[src/wdt_params.svh]
// constants for the indexed watchdog timer
`ifndef WDT_PARAMS_SVH
`define WDT_PARAMS_SVH
`define WDT_INDEX_PORT 16'h002E
`define WDT_DATA_PORT 16'h002F
`define WDT_KEY_UNLOCK 8'h87
`define WDT_KEY_LOCK 8'hAA
`define WDT_REG_LDSEL 8'h07
`define WDT_REG_ACT 8'h30
`define WDT_REG_UNIT 8'hF5
`define WDT_REG_COUNT 8'hF6
`define WDT_REG_CTRL 8'hF7
`define WDT_LDN_WDT 8'h08
`define WDT_ACT_ON 8'h01
`define WDT_UNIT_BIT 3
`define WDT_MOUSE_BIT 7
`define WDT_KBD_BIT 6
`define WDT_FORCE_BIT 5
`define WDT_STATUS_BIT 4
`define WDT_RST_BYTE 8'h00
`define WDT_CLK_HZ 250000000
`define WDT_SECOND_S 1
`define WDT_SEC_CYCLES (`WDT_CLK_HZ * `WDT_SECOND_S)
`define WDT_SEC_PER_MIN 60
`endif

[src/wdt_pkg.sv]
// types for the indexed watchdog timer
`default_nettype none
package wdt_pkg;
   typedef enum logic [1:0] {
      LOCKED = 2'b00,
      KEY_ONE = 2'b01,
      OPEN = 2'b10
   } lock_state_t;
endpackage
`default_nettype wire

[src/wdt_tick_if.sv]
// timebase tick channel between watchdog core and prescaler
`default_nettype none
interface wdt_tick_if;
   logic minutes;
   logic restart;
   logic tick;
   modport ctrl (output minutes, output restart, input tick);
   modport gen (input minutes, input restart, output tick);
endinterface
`default_nettype wire

[src/io_indexed_watchdog_timer.sv]
// watchdog timer behind an index/data I/O port pair
`default_nettype none
`include "wdt_params.svh"
// Function
// - host writes register index at port 2E, data at port 2F
// - two successive writes of 87 to index port unlock access
// - writing 08 to selector 07 picks the watchdog register group
// - writing 01 to register 30 activates watchdog; inactive after reset
// - F5 bit 3 selects unit: 0 seconds (reset), 1 minutes
// - F6 zero stops timer (reset); 01..FF sets interval length
// - interval elapsing without restart asserts timeout output
// - writing count register restarts countdown from new value
// - F7 bit 7 set lets mouse activity restart timer
// - F7 bit 6 set lets keyboard activity restart timer
// - F7 bit 5 write of one forces timeout while active (register 30 = 01), self-clears
// - F7 bit 4 reads one once timer has timed out
// - writing AA to index port relocks configuration access
module io_indexed_watchdog_timer
   import wdt_pkg::*;
#(
   parameter int unsigned SEC_CYCLES = `WDT_SEC_CYCLES,
   parameter int unsigned SEC_PER_MIN = `WDT_SEC_PER_MIN
)(
   input wire logic core_clk,
   input wire logic arst_n,
   input wire logic ioWrite,
   input wire logic ioRead,
   input wire logic [15:0] ioAddr,
   input wire logic [7:0] ioWdata,
   output logic [7:0] ioRdata,
   input wire logic mouseActivity,
   input wire logic kbdActivity,
   output logic timeoutOut
);
   wdt_tick_if tb ();

   wdt_timebase #(
      .SEC_CYCLES(SEC_CYCLES),
      .SEC_PER_MIN(SEC_PER_MIN)
   ) u_timebase (
      .core_clk(core_clk),
      .arst_n(arst_n),
      .tb(tb)
   );

   lock_state_t lockState;
   lock_state_t next_lockState;
   logic [7:0] index;
   logic [7:0] next_index;
   logic [7:0] ldSel;
   logic [7:0] next_ldSel;
   logic active;
   logic next_active;
   logic [7:0] unitReg;
   logic [7:0] next_unitReg;
   logic [7:0] countReg;
   logic [7:0] next_countReg;
   logic [7:0] remain;
   logic [7:0] next_remain;
   logic mouseEn;
   logic next_mouseEn;
   logic kbdEn;
   logic next_kbdEn;
   logic expired;
   logic next_expired;
   logic [7:0] next_ioRdata;

   logic idxWr;
   logic dataWr;
   logic dataRd;
   logic wdtSel;
   logic restart;
   logic force1;

   always_comb
   begin
      idxWr = ioWrite && ioAddr == `WDT_INDEX_PORT;
      dataWr = ioWrite && ioAddr == `WDT_DATA_PORT && lockState == OPEN;
      dataRd = ioRead && ioAddr == `WDT_DATA_PORT && lockState == OPEN;
      wdtSel = ldSel == `WDT_LDN_WDT;
      force1 = dataWr && wdtSel && index == `WDT_REG_CTRL
         && ioWdata[`WDT_FORCE_BIT];
      restart = (mouseEn && mouseActivity)
         || (kbdEn && kbdActivity)
         || (dataWr && wdtSel && index == `WDT_REG_COUNT);

      next_lockState = lockState;
      if (idxWr)
      begin
         case (lockState)
            LOCKED:
               next_lockState = (ioWdata == `WDT_KEY_UNLOCK) ? KEY_ONE
                  : LOCKED;
            KEY_ONE:
               next_lockState = (ioWdata == `WDT_KEY_UNLOCK) ? OPEN
                  : LOCKED;
            OPEN:
               next_lockState = (ioWdata == `WDT_KEY_LOCK) ? LOCKED
                  : OPEN;
            default:
               next_lockState = LOCKED;
         endcase
      end

      next_index = (idxWr && lockState == OPEN) ? ioWdata : index;
      next_ldSel = ldSel;
      next_active = active;
      next_unitReg = unitReg;
      next_countReg = countReg;
      next_mouseEn = mouseEn;
      next_kbdEn = kbdEn;
      if (dataWr && index == `WDT_REG_LDSEL)
         next_ldSel = ioWdata;
      if (dataWr && wdtSel)
      begin
         case (index)
            `WDT_REG_ACT: next_active = ioWdata == `WDT_ACT_ON;
            `WDT_REG_UNIT: next_unitReg = ioWdata;
            `WDT_REG_COUNT: next_countReg = ioWdata;
            `WDT_REG_CTRL:
            begin
               next_mouseEn = ioWdata[`WDT_MOUSE_BIT];
               next_kbdEn = ioWdata[`WDT_KBD_BIT];
            end
            default: ;
         endcase
      end

      tb.minutes = unitReg[`WDT_UNIT_BIT];
      tb.restart = restart;

      next_remain = remain;
      next_expired = expired;
      if (restart)
      begin
         next_remain = (dataWr && wdtSel && index == `WDT_REG_COUNT)
            ? ioWdata : countReg;
         next_expired = 1'b0;
      end
      else if (active && remain != 8'h00 && tb.tick)
      begin
         next_remain = remain - 8'h01;
         if (remain == 8'h01)
            next_expired = 1'b1;
      end
      if (force1 && active)
         next_expired = 1'b1;

      next_ioRdata = ioRdata;
      if (dataRd)
      begin
         next_ioRdata = 8'h00;
         if (index == `WDT_REG_LDSEL)
            next_ioRdata = ldSel;
         else if (wdtSel)
         begin
            case (index)
               `WDT_REG_ACT: next_ioRdata = {7'h00, active};
               `WDT_REG_UNIT: next_ioRdata = unitReg;
               `WDT_REG_COUNT: next_ioRdata = remain;
               `WDT_REG_CTRL: next_ioRdata = {mouseEn, kbdEn, 1'b0,
                  expired, 4'h0};
               default: next_ioRdata = 8'h00;
            endcase
         end
      end
   end

   always_ff @(posedge core_clk or negedge arst_n)
   begin
      if (!arst_n)
      begin
         lockState <= LOCKED;
         index <= `WDT_RST_BYTE;
         ldSel <= `WDT_RST_BYTE;
         active <= 1'b0;
         unitReg <= `WDT_RST_BYTE;
         countReg <= `WDT_RST_BYTE;
         remain <= `WDT_RST_BYTE;
         mouseEn <= 1'b0;
         kbdEn <= 1'b0;
         expired <= 1'b0;
         ioRdata <= `WDT_RST_BYTE;
      end
      else
      begin
         lockState <= next_lockState;
         index <= next_index;
         ldSel <= next_ldSel;
         active <= next_active;
         unitReg <= next_unitReg;
         countReg <= next_countReg;
         remain <= next_remain;
         mouseEn <= next_mouseEn;
         kbdEn <= next_kbdEn;
         expired <= next_expired;
         ioRdata <= next_ioRdata;
      end
   end

   assign timeoutOut = expired;
endmodule // io_indexed_watchdog_timer
`default_nettype wire

[src/wdt_timebase.sv]
// one-second / one-minute tick generator
`default_nettype none
`include "wdt_params.svh"
module wdt_timebase
   import wdt_pkg::*;
#(
   parameter int unsigned SEC_CYCLES = `WDT_SEC_CYCLES,
   parameter int unsigned SEC_PER_MIN = `WDT_SEC_PER_MIN
)(
   input wire logic core_clk,
   input wire logic arst_n,
   wdt_tick_if.gen tb
);
   // refuse prescaler settings the 32-bit and 8-bit counters cannot serve
   if (SEC_CYCLES < 2 || SEC_PER_MIN < 1 || SEC_PER_MIN > 255)
   begin : g_bad_params
      $error("wdt_timebase: bad parameters");
   end

   logic [31:0] cyc;
   logic [31:0] next_cyc;
   logic [7:0] secs;
   logic [7:0] next_secs;
   logic secTick;
   logic next_tick;

   always_comb
   begin
      next_cyc = cyc + 32'h00000001;
      next_secs = secs;
      next_tick = 1'b0;
      secTick = (cyc == SEC_CYCLES - 1);
      if (tb.restart)
      begin
         next_cyc = 32'h00000000;
         next_secs = 8'h00;
      end
      else if (secTick)
      begin
         next_cyc = 32'h00000000;
         if (!tb.minutes)
            next_tick = 1'b1;
         else if (secs == 8'(SEC_PER_MIN - 1))
         begin
            next_secs = 8'h00;
            next_tick = 1'b1;
         end
         else
            next_secs = secs + 8'h01;
      end
   end

   always_ff @(posedge core_clk or negedge arst_n)
   begin
      if (!arst_n)
      begin
         cyc <= 32'h00000000;
         secs <= 8'h00;
         tb.tick <= 1'b0;
      end
      else
      begin
         cyc <= next_cyc;
         secs <= next_secs;
         tb.tick <= next_tick;
      end
   end
endmodule // wdt_timebase
`default_nettype wire

[config.mk]
export PLATFORM = sky130hd
export DESIGN_NAME = io_indexed_watchdog_timer
export DESIGN_NICKNAME = d
export VERILOG_FILES = /design/src/wdt_pkg.sv /design/src/wdt_tick_if.sv /design/src/io_indexed_watchdog_timer.sv /design/src/wdt_timebase.sv
export VERILOG_INCLUDE_DIRS = /design/src
export SDC_FILE = /design/constraint.sdc
export NUM_CORES = 1
export LEC_CHECK = 0
export BUFFER_PORTS_ARGS = -buffer_cell sky130_fd_sc_hd__buf_2
export CAP_MARGIN = 20
export CORE_UTILIZATION = 40
export CTS_CLUSTER_SIZE = 10
export DETAILED_ROUTE_END_ITERATION = 8
export HOLD_SLACK_MARGIN = 0.03
export PLACE_DENSITY_LB_ADDON = 0.12
export SETUP_SLACK_MARGIN = 0.02
export SLEW_MARGIN = 5
export SYNTH_ARGS = -nofsm -noshare
export SYNTH_HDL_FRONTEND = slang
export SYNTH_HIERARCHICAL = 1
export SYNTH_SLANG_ARGS = --single-unit
[constraint.sdc]
create_clock -name core_clk -period 6.21 [get_ports core_clk]
set_input_delay 1.242 -clock core_clk [delete_from_list [all_inputs] [get_ports core_clk]]
set_output_delay 1.242 -clock core_clk [all_outputs]
set_load 0.02 [all_outputs]
Word level (Yosys, flattened, before mapping). Cells that the tools add are included. W data, S select, Z words.

Latch bits: 0. RAM bits: 0. Memories: 0. Flip-flop bits (word level): 95. Output and inout port bits: 9. Bits in read-only memories: 0.

Shift-type cells: 0. Order comparisons: 0. Equality and inequality tests: 16. Reduce and logical (&&, ||, !) cells: 31. Multiplexer cells: 24. Multipliers: 0. $add $sub $neg: 3. Bitwise operators: 0. Div/mod/pow operators: 0.

Operator list (number): $mux W8 (9); $mux W32 (2); $eq A8 B8 Y1 const B (5); $add A32 B1 Y32 const B (1); $eq A16 B6 Y1 const B (2); $eq A32 B28 Y1 const B (1); $pmux W8 S4 (1); $eq A8 B1 Y1 const B (2); $eq A8 B6 Y1 const B (2); $logic_and A1 B1 Y1 (16); $reduce_and A2 Y1 (6); $mux W1 (9); $add A8 B1 Y8 const B (1); $eq A8 B3 Y1 const B (1); $eq A8 B4 Y1 const B (1); $reduce_bool A8 Y1 (1); $sub A8 B1 Y8 const B (1); $pmux W2 S3 (1); $reduce_bool A2 Y1 (3); $reduce_bool A3 Y1 (2); $mux W2 (2); $eq A2 B1 Y1 const B (1); $eq A2 B2 Y1 const B (1); $logic_not A2 Y1 (1); $logic_or A1 B1 Y1 (2).

Longest topological paths before layout. Gate-level depths: netlist (run 1).

Depth after elaboration: 9. Gate-level depth with buffers: 10. Gate-level depth less buffers: 7.

Modules after synthesis. The synthesis (run 1) kept the hierarchy.

Modules (own cells, without submodules): io_indexed_watchdog_timer (sequential area each 1351.3 µm², cells an instance 249, area each 2905.3 µm², times used 1); wdt_timebase (sequential area each 1026.0 µm², cells an instance 263, area each 2488.6 µm², times used 1).

Worst setup path before layout (run 1). OpenSTA, ideal clock, no wires.

Kind: input -> register. Start: input ioAddr[8]. End: register u_timebase.secs[6]. Setup time: 125 ps. Buffers on the path: 2. Cell stages on the path: 8. Slack: 2758 ps. Required time: 6085 ps. Arrival: 3328 ps. Path through: or4_4 nor4_4 nand4_4 clkbuf_1 nand2_1 clkbuf_1 nor2_1 mux2_2.

Cells in the longest elaborated chain, start to end: 8. Elaborated cells on any way between the ends: 10. Classes of those cells: eq/ne (1); mux (1); reduce/logical (8).

Ends and longest elaborated chain: start, declared (line io_indexed_watchdog_timer.sv:28) `input wire logic [15:0] ioAddr,`; $eq A16 B6 Y1 (no line) *; $logic_and A1 B1 Y1 (no line) *; $logic_and A1 B1 Y1 * (line io_indexed_watchdog_timer.sv:78) `` dataWr = ioWrite && ioAddr == `WDT_DATA_PORT && lockState == OPEN; ``; $logic_and A1 B1 Y1 * (line io_indexed_watchdog_timer.sv:85) `` || (dataWr && wdtSel && index == `WDT_REG_COUNT); ``; $logic_and A1 B1 Y1 (no line) *; $logic_or A1 B1 Y1 * (line io_indexed_watchdog_timer.sv:83) `restart = (mouseEn && mouseActivity)`; net restart (line io_indexed_watchdog_timer.sv:72) `logic restart;`; $reduce_bool A2 Y1 (no line); $reduce_and A2 Y1 (no line); end signal, assigned (line wdt_timebase.sv:64) `secs <= next_secs;`; end, declared (line wdt_timebase.sv:22) `logic [7:0] secs;`.

The timed path passes the listed nets; every way through them passes the cells marked *. A chain may end at the register's enable or synchronous reset.

Worst setup path in the final report (run 1).
Start: input ioAddr[8]. End: register u_timebase.cyc[27].

Cells in the longest elaborated chain, start to end: 7.

Ends and longest elaborated chain: $eq A16 B6 Y1 (no line); $logic_and A1 B1 Y1 (no line); $logic_and A1 B1 Y1 (line io_indexed_watchdog_timer.sv:78); $logic_and A1 B1 Y1 (line io_indexed_watchdog_timer.sv:85); $logic_and A1 B1 Y1 (no line); $logic_or A1 B1 Y1 (line io_indexed_watchdog_timer.sv:83); net restart (line io_indexed_watchdog_timer.sv:72); $mux W32 (line wdt_timebase.sv:33) `if (tb.restart)`; net u_timebase.next_cyc[27] (line wdt_timebase.sv:21) `logic [31:0] next_cyc;`; end signal, assigned (line wdt_timebase.sv:63) `cyc <= next_cyc;`; end, declared (line wdt_timebase.sv:20) `logic [31:0] cyc;`.

The timed path passes the listed nets, and every way through them passes these cells.

==> reports/metrics.yaml, run 1 <==
drc_errors: 0
drt-initial-drc-count: 261
stdcell_area_sq_um: 6040
gp_congestion: 0.795
ys_seq_elements: 95
min_period_ps: 3920
clock-sinks: 95
synth.distinct_cells: 74
cp_top_family: "simple AND/OR/NAND/NOR gates"
synth_top_area_cell: "dfrtp_1"
leakagePower_nw: 2.63
tightestPinTransition_ps: 915
final_util_pct: 45.8
routedWlPerCell_um: 18.2
antenna_found_initial: 0
rows: 42
final_nets: 582
critPathRequiredTime_ps: 6450
yosys-top-cells-area: "dfrtp_1 (44%), mux2_2 (7.5%), a21oi_1 (2.5%)"
die_w_um: 118
synth_nets: 547
timing.final.crit_share_pct: 63.2
path_cells: "buf_2 > or4_4 > nor4_4 > nand4_4 > nand2_1 > inv_1 > o31ai_4 > buf_4 > o21ba_1"
path_max_fanout: 30
start_util_pct: 40.9
first_pass_iters: 5
crit_type: "input pin to flop"
ctsRootBufferMaster: "clkbuf_16"
grt_use_total_pct: 20.5
diodes: 0
hold_slack_ps: 481
io_pins: 39
area_growth_pct: 12.0
layout_common_cells: "dfrtp_1 (95), buf_2 (37), mux2_2 (36)"
synthArstFlopShare_pct: 100
max_slew_margin_pct: 38.5
clock.fmax_mhz: 255
dieHeight_um: 118
tns_ps: 0
peakVddDrop_mv: 0.191
grt_max_degree: 63
end_kind: "flop"
synth_warnings: 6
ys_seq_area_share_pct: 44.1
netlist_area_sq_um: 5390
clockBufferDepth: 2
final_common_cell: "dfrtp_1"
slowest_delay_ps: 540
place_inst: 712
hold_class: "flop to flop"
syn_inst: 512
numCtsBuffers: 9
io_buffers: 38
drv_slew: 0
p_per_area_nw_per_um2: 206
hold_viol: 0
maxCapViolCount: 0
skew_ps: 7.36
route.vias.total: 4244
grt_pass1_wl_um: 22400
post_dp_cell_area_sq_um: 5730
cts-htree-levels: 3
ctsHoldBuffers: 0
crit_buf_inv: 3
ctsResizeCount: 0
routed_wl_um: 13200
path_clk_slew_ps: 70
synth_ff_type: "dfrtp_1"
rsz0062_at_grt: "no"
globalRouteOverflowTotal: 0
synth_edf_count: 0
routed_via_density: 5.84
drive_gt1_share_pct: 23.2
grt_pass1_vias: 4356
crit_arrival_ps: 4170
cp-start-kind: "input pin"
dp_hpwl_um: 9470
die-area_sq_um: 14000
avgSynthCellArea_sq_um: 10.5
cts_tree: "built"
status: "finished clean"
fin_cells: 727
cts_setup_buffers: 0
setup_violations: 0
postRouteAntennaNets: 0
synth_top_area_share_pct: 44.1
crit_slowest_cell: "or4_4"
fillers: 1281
clkLatencyLatePin_ps: 350
core_sq_um: 13200
[kinds of logic (layout without fill, tap and decap cells)]
| family | after synthesis | count (layout) | share of synthesized area, % |
|---|---|---|---|
| flip-flops | 95 | 95 | 44.1 |
| AND/OR/NAND/NOR | 218 | 218 | 26.5 |
| multiplexers | 54 | 54 | 11.7 |
| XOR/XNOR | 14 | 14 | 2.27 |
| AO/OA/AOI/OAI | 96 | 96 | 11.3 |
| buffers and inverters | 30 | 69 | 2.90 |
| adder cells (fa/ha/maj) | 5 | 5 | 1.16 |
[flip-flops by register name, summed over array words and instances (netlist names)]
| register | flops |
|---|---|
| ldSel | 8 |
| active | 1 |
| ioRdata | 8 |
| u_timebase/secs | 8 |
| lockState | 2 |
| remain | 8 |
| mouseEn | 1 |
| countReg | 8 |
| u_timebase/tb.tick | 1 |
| u_timebase/cyc | 32 |
| kbdEn | 1 |
| timeoutOut | 1 |
| unitReg | 8 |
| index | 8 |
[per-stage QoR]
| step | total power, mW | setup slack [ps] |
|---|---|---|
| after detailed placement | 0.665 | 1910 |
| after CTS | 1.26 | 2290 |
| after global placement | 0.665 | 1980 |
| final | 1.25 | 2290 |
| after floorplan | 0.634 | 2760 |
| after global routing | 1.29 | 2060 |
[area by class of cell]
type,count,area [sq um],area share (%)
multi-input combinational,387,2870,47.5
sequential,95,2380,39.3
clock buffer,11,243,4.02
tap,176,220,3.64
timing repair buffer,41,215,3.56
clock inverter,4,70.1,1.16
inverter,13,48.8,0.807
[worst paths after layout]
path	from	to	slack (ps)	cells past startpoint
worst min register to register	countReg[5]$_DFFE_PN0P_	countReg[5]$_DFFE_PN0P_	480	2
min in group asynchronous	arst_n	countReg[7]$_DFFE_PN0P_	840	1
worst min-delay path	countReg[5]$_DFFE_PN0P_	countReg[5]$_DFFE_PN0P_	480	2
worst max-delay path	ioAddr[8]	u_timebase/cyc[27]$_DFF_PN0_	2290	9
worst max register to register	index[3]$_DFFE_PN0P_	u_timebase/cyc[27]$_DFF_PN0_	2980	8
max in group asynchronous	arst_n	u_timebase/cyc[9]$_DFF_PN0_	4240	2
[synth_stat cells (8+ instances only)]
cell type,number
a21oi_1,27
a22oi_1,9
and3_1,10
and4_1,8
dfrtp_1,95
inv_1,13
mux2_2,36
mux2_4,8
nand2_1,34
nand3_1,20
nand4_1,20
nor2_1,31
nor3_1,9
nor4_1,8
o21ai_0,27
o31ai_1,10
or3_1,9
or4_1,15
xor2_1,10
[metal layers]
metal	up-vias	part of all wire, %	track usage, %
met4	0	1.8	7.53
met3	22	3.2	5.33
met2	75	52	35.2
met5	-	0	0
met1	2112	43	24.7
li1	2035	-	-
[worst min-delay path, stage by stage, from the launching register on]
cell and delay (ps):
dfrtp_1 340, nand2_1 50, o21ai_0 60
[where the power goes]
group          switching, mW  total (mW)  leakage (nW)  internal [mW]
Combinational         0.0241      0.0336          1.22        0.00945
Sequential      0.0000000510       0.619          1.26          0.619
Clock                  0.232       0.593         0.155          0.360
Total                  0.257        1.25          2.63          0.989
Power figures use the tool's default switching activity.
==> run 2: changes to the inputs <==
==> constraint.sdc (replaced) <==
create_clock -name core_clk -period 3.53 [get_ports core_clk]
set_input_delay 0.706 -clock core_clk [delete_from_list [all_inputs] [get_ports core_clk]]
set_output_delay 0.706 -clock core_clk [all_outputs]
set_load 0.02 [all_outputs]
==> run 2 against run 1 <==
Clock skew fell by 1.0 ps. Global-route usage is 0.38 points lower. Routed wire length down 0.62%. Non-clock buffer count grew 3. Clock-buffer cell count stayed put. Register-to-register slack worse by 2000 ps. Via count increased by 1.2%. Core utilization increased by 0.18 points. Flip-flop and latch count stayed put. Die area is the same. Critical path depth is the same. Critical path type unchanged.
==> reports/metrics.yaml, run 2 (synthesis results as in run 1) <==
cts_setup_buffers: 0
ctsResizeCount: 0
hold_class: "input pin to async pin"
crit_buf_inv: 3
min_period_ps: 2530
postRouteAntennaNets: 0
p_per_area_nw_per_um2: 349
grt_pass1_vias: 4230
status: "finished clean"
clkLatencyLatePin_ps: 360
clock.fmax_mhz: 395
fillers: 1275
skew_ps: 6.32
die_w_um: 118
leakagePower_nw: 2.64
path_max_fanout: 17
antenna_found_initial: 0
area_growth_pct: 12.5
final_common_cell: "dfrtp_1"
layout_common_cells: "dfrtp_1 (95), buf_2 (37), mux2_2 (36)"
clockPowerShare_pct: 45.7
clock-sinks: 95
gp_congestion: 0.824
crit_slowest_cell: "or4_4"
reg2reg_depth: 7
regArea_sq_um: 2380
rows: 42
top_register: "u_timebase/cyc"
io_pins: 39
grt_pass1_wl_um: 22200
route.vias.total: 4297
peakVddDrop_mv: 0.375
drt-initial-drc-count: 285
crit_arrival_ps: 2780
timing.final.crit_share_pct: 71.8
p_int_mw: 1.63
routed_via_density: 5.88
fin_ws_ps: 996
combPwrFrac_pct: 2.9
hold_viol: 0
cts_tree: "built"
grt_use_total_pct: 20.1
dp_hpwl_um: 9410
path_cells: "buf_2 > or4_4 > nor4_4 > nand4_4 > nand2_1 > inv_1 > o31ai_4 > buf_8 > o21ba_1"
p_sw_mw: 0.487
tns_ps: 0
p_seq_share_pct: 51.4
core_sq_um: 13200
io_buffers: 38
max_slew_margin_pct: 44.6
cp-start-kind: "input pin"
routed_wl_um: 13200
cts-htree-levels: 3
r2r-start: "remain[0]$_DFFE_PN0P_"
grt_max_degree: 56
largest_reg_flops: 32
critPathRequiredTime_ps: 3780
worstSetupPathDepth: 9
startpoint: "ioAddr[8]"
multiInputGateArea_sq_um: 2870
drive_gt1_share_pct: 24.0
end_kind: "flop"
sw_frac_of_total_pct: 23.0
diodes: 0
final_nets: 585
maxCapViolCount: 0
ctsRootBufferMaster: "clkbuf_16"
tightestPinTransition_ps: 825
die-area_sq_um: 14000
drv_slew: 0
numCtsBuffers: 9
cp_top_family: "simple AND/OR/NAND/NOR gates"
path_clk_slew_ps: 70
dieHeight_um: 118
start_util_pct: 40.9
routedWlPerCell_um: 18.0
ctsHoldBuffers: 0
clockBufferDepth: 2
crit_type: "input pin to flop"
slowest_delay_ps: 540
globalRouteOverflowTotal: 0
drc_errors: 0
dpl_worst_slack_ps: 593
first_pass_iters: 6
setup_violations: 0
rsz0062_at_grt: "no"
run 2: cell count changes in the layout (fill, tap and decap cells not counted), sizes merged:
cell / before / now
inv: 13 / 14
buf: 41 / 44
bufinv: 2 / 0
clkinv: 2 / 3
clkinvlp: 0 / 1
run 2: final timing paths:
check,endpoint,slack [ps]
worst max-delay path,u_timebase/cyc[27]$_DFF_PN0_,1000
worst min-delay path,countReg[5]$_DFFE_PN0P_,330
worst max register to register,timeoutOut$_DFFE_PN0P_,1020
worst min register to register,u_timebase/cyc[0]$_DFF_PN0_,480
max in group asynchronous,u_timebase/cyc[13]$_DFF_PN0_,2510
min in group core_clk,u_timebase/cyc[0]$_DFF_PN0_,480
run 2: per-stage QoR:
| step | power [mW] | hold slack, ps | utilization, % | std cells | area, sq um |
|---|---|---|---|---|---|
| finish | 2.12 | 334 | 46.0 | 731 | 6070 |
| global route | 2.18 | 372 | 46.0 | 731 | 6070 |
| CTS | 2.14 | 357 | 46.0 | 731 | 6070 |
| detailed placement | 1.17 | 483 | 43.8 | 715 | 5770 |
| global placement | 1.17 | 466 | 43.7 | 714 | 5760 |
| floorplan | 1.12 | 410 | - | 512 | 5390 |
run 2: worst register-to-register path, delay by kind of cell (launching register included):
kind            cells  cell delay [ps]
compound gates      3              850
simple gates        2              740
flops               1              410
fa+ha+maj           1              220
buf+inv             1              180
run 2: layout make-up:
type	instances	share of cell area (%)
multi-input combinational	387	47.3
sequential	95	39.2
timing repair buffer	44	4.25
clock buffer	11	4.17
tap	176	3.63
inverter	13	0.804
clock inverter	5	0.681
run 2: per-layer routing:
metal	share of wire [%]	vias up	global-route usage, %
met5	0	-	0
met4	1.7	0	5.85
met3	2.9	15	4.94
met2	50	56	33.9
met1	45	2185	25.5
li1	-	2041	-
run 2: power groups by stage:
stage / sequential (mW) / combinational, mW / clock [mW]
after global routing: 1.09 / 0.0687 / 1.03
after CTS: 1.09 / 0.0638 / 0.988
after global placement: 1.11 / 0.0622 / 0
final: 1.09 / 0.0611 / 0.966
after detailed placement: 1.11 / 0.0636 / 0
after floorplan: 1.11 / 0.00686 / 0
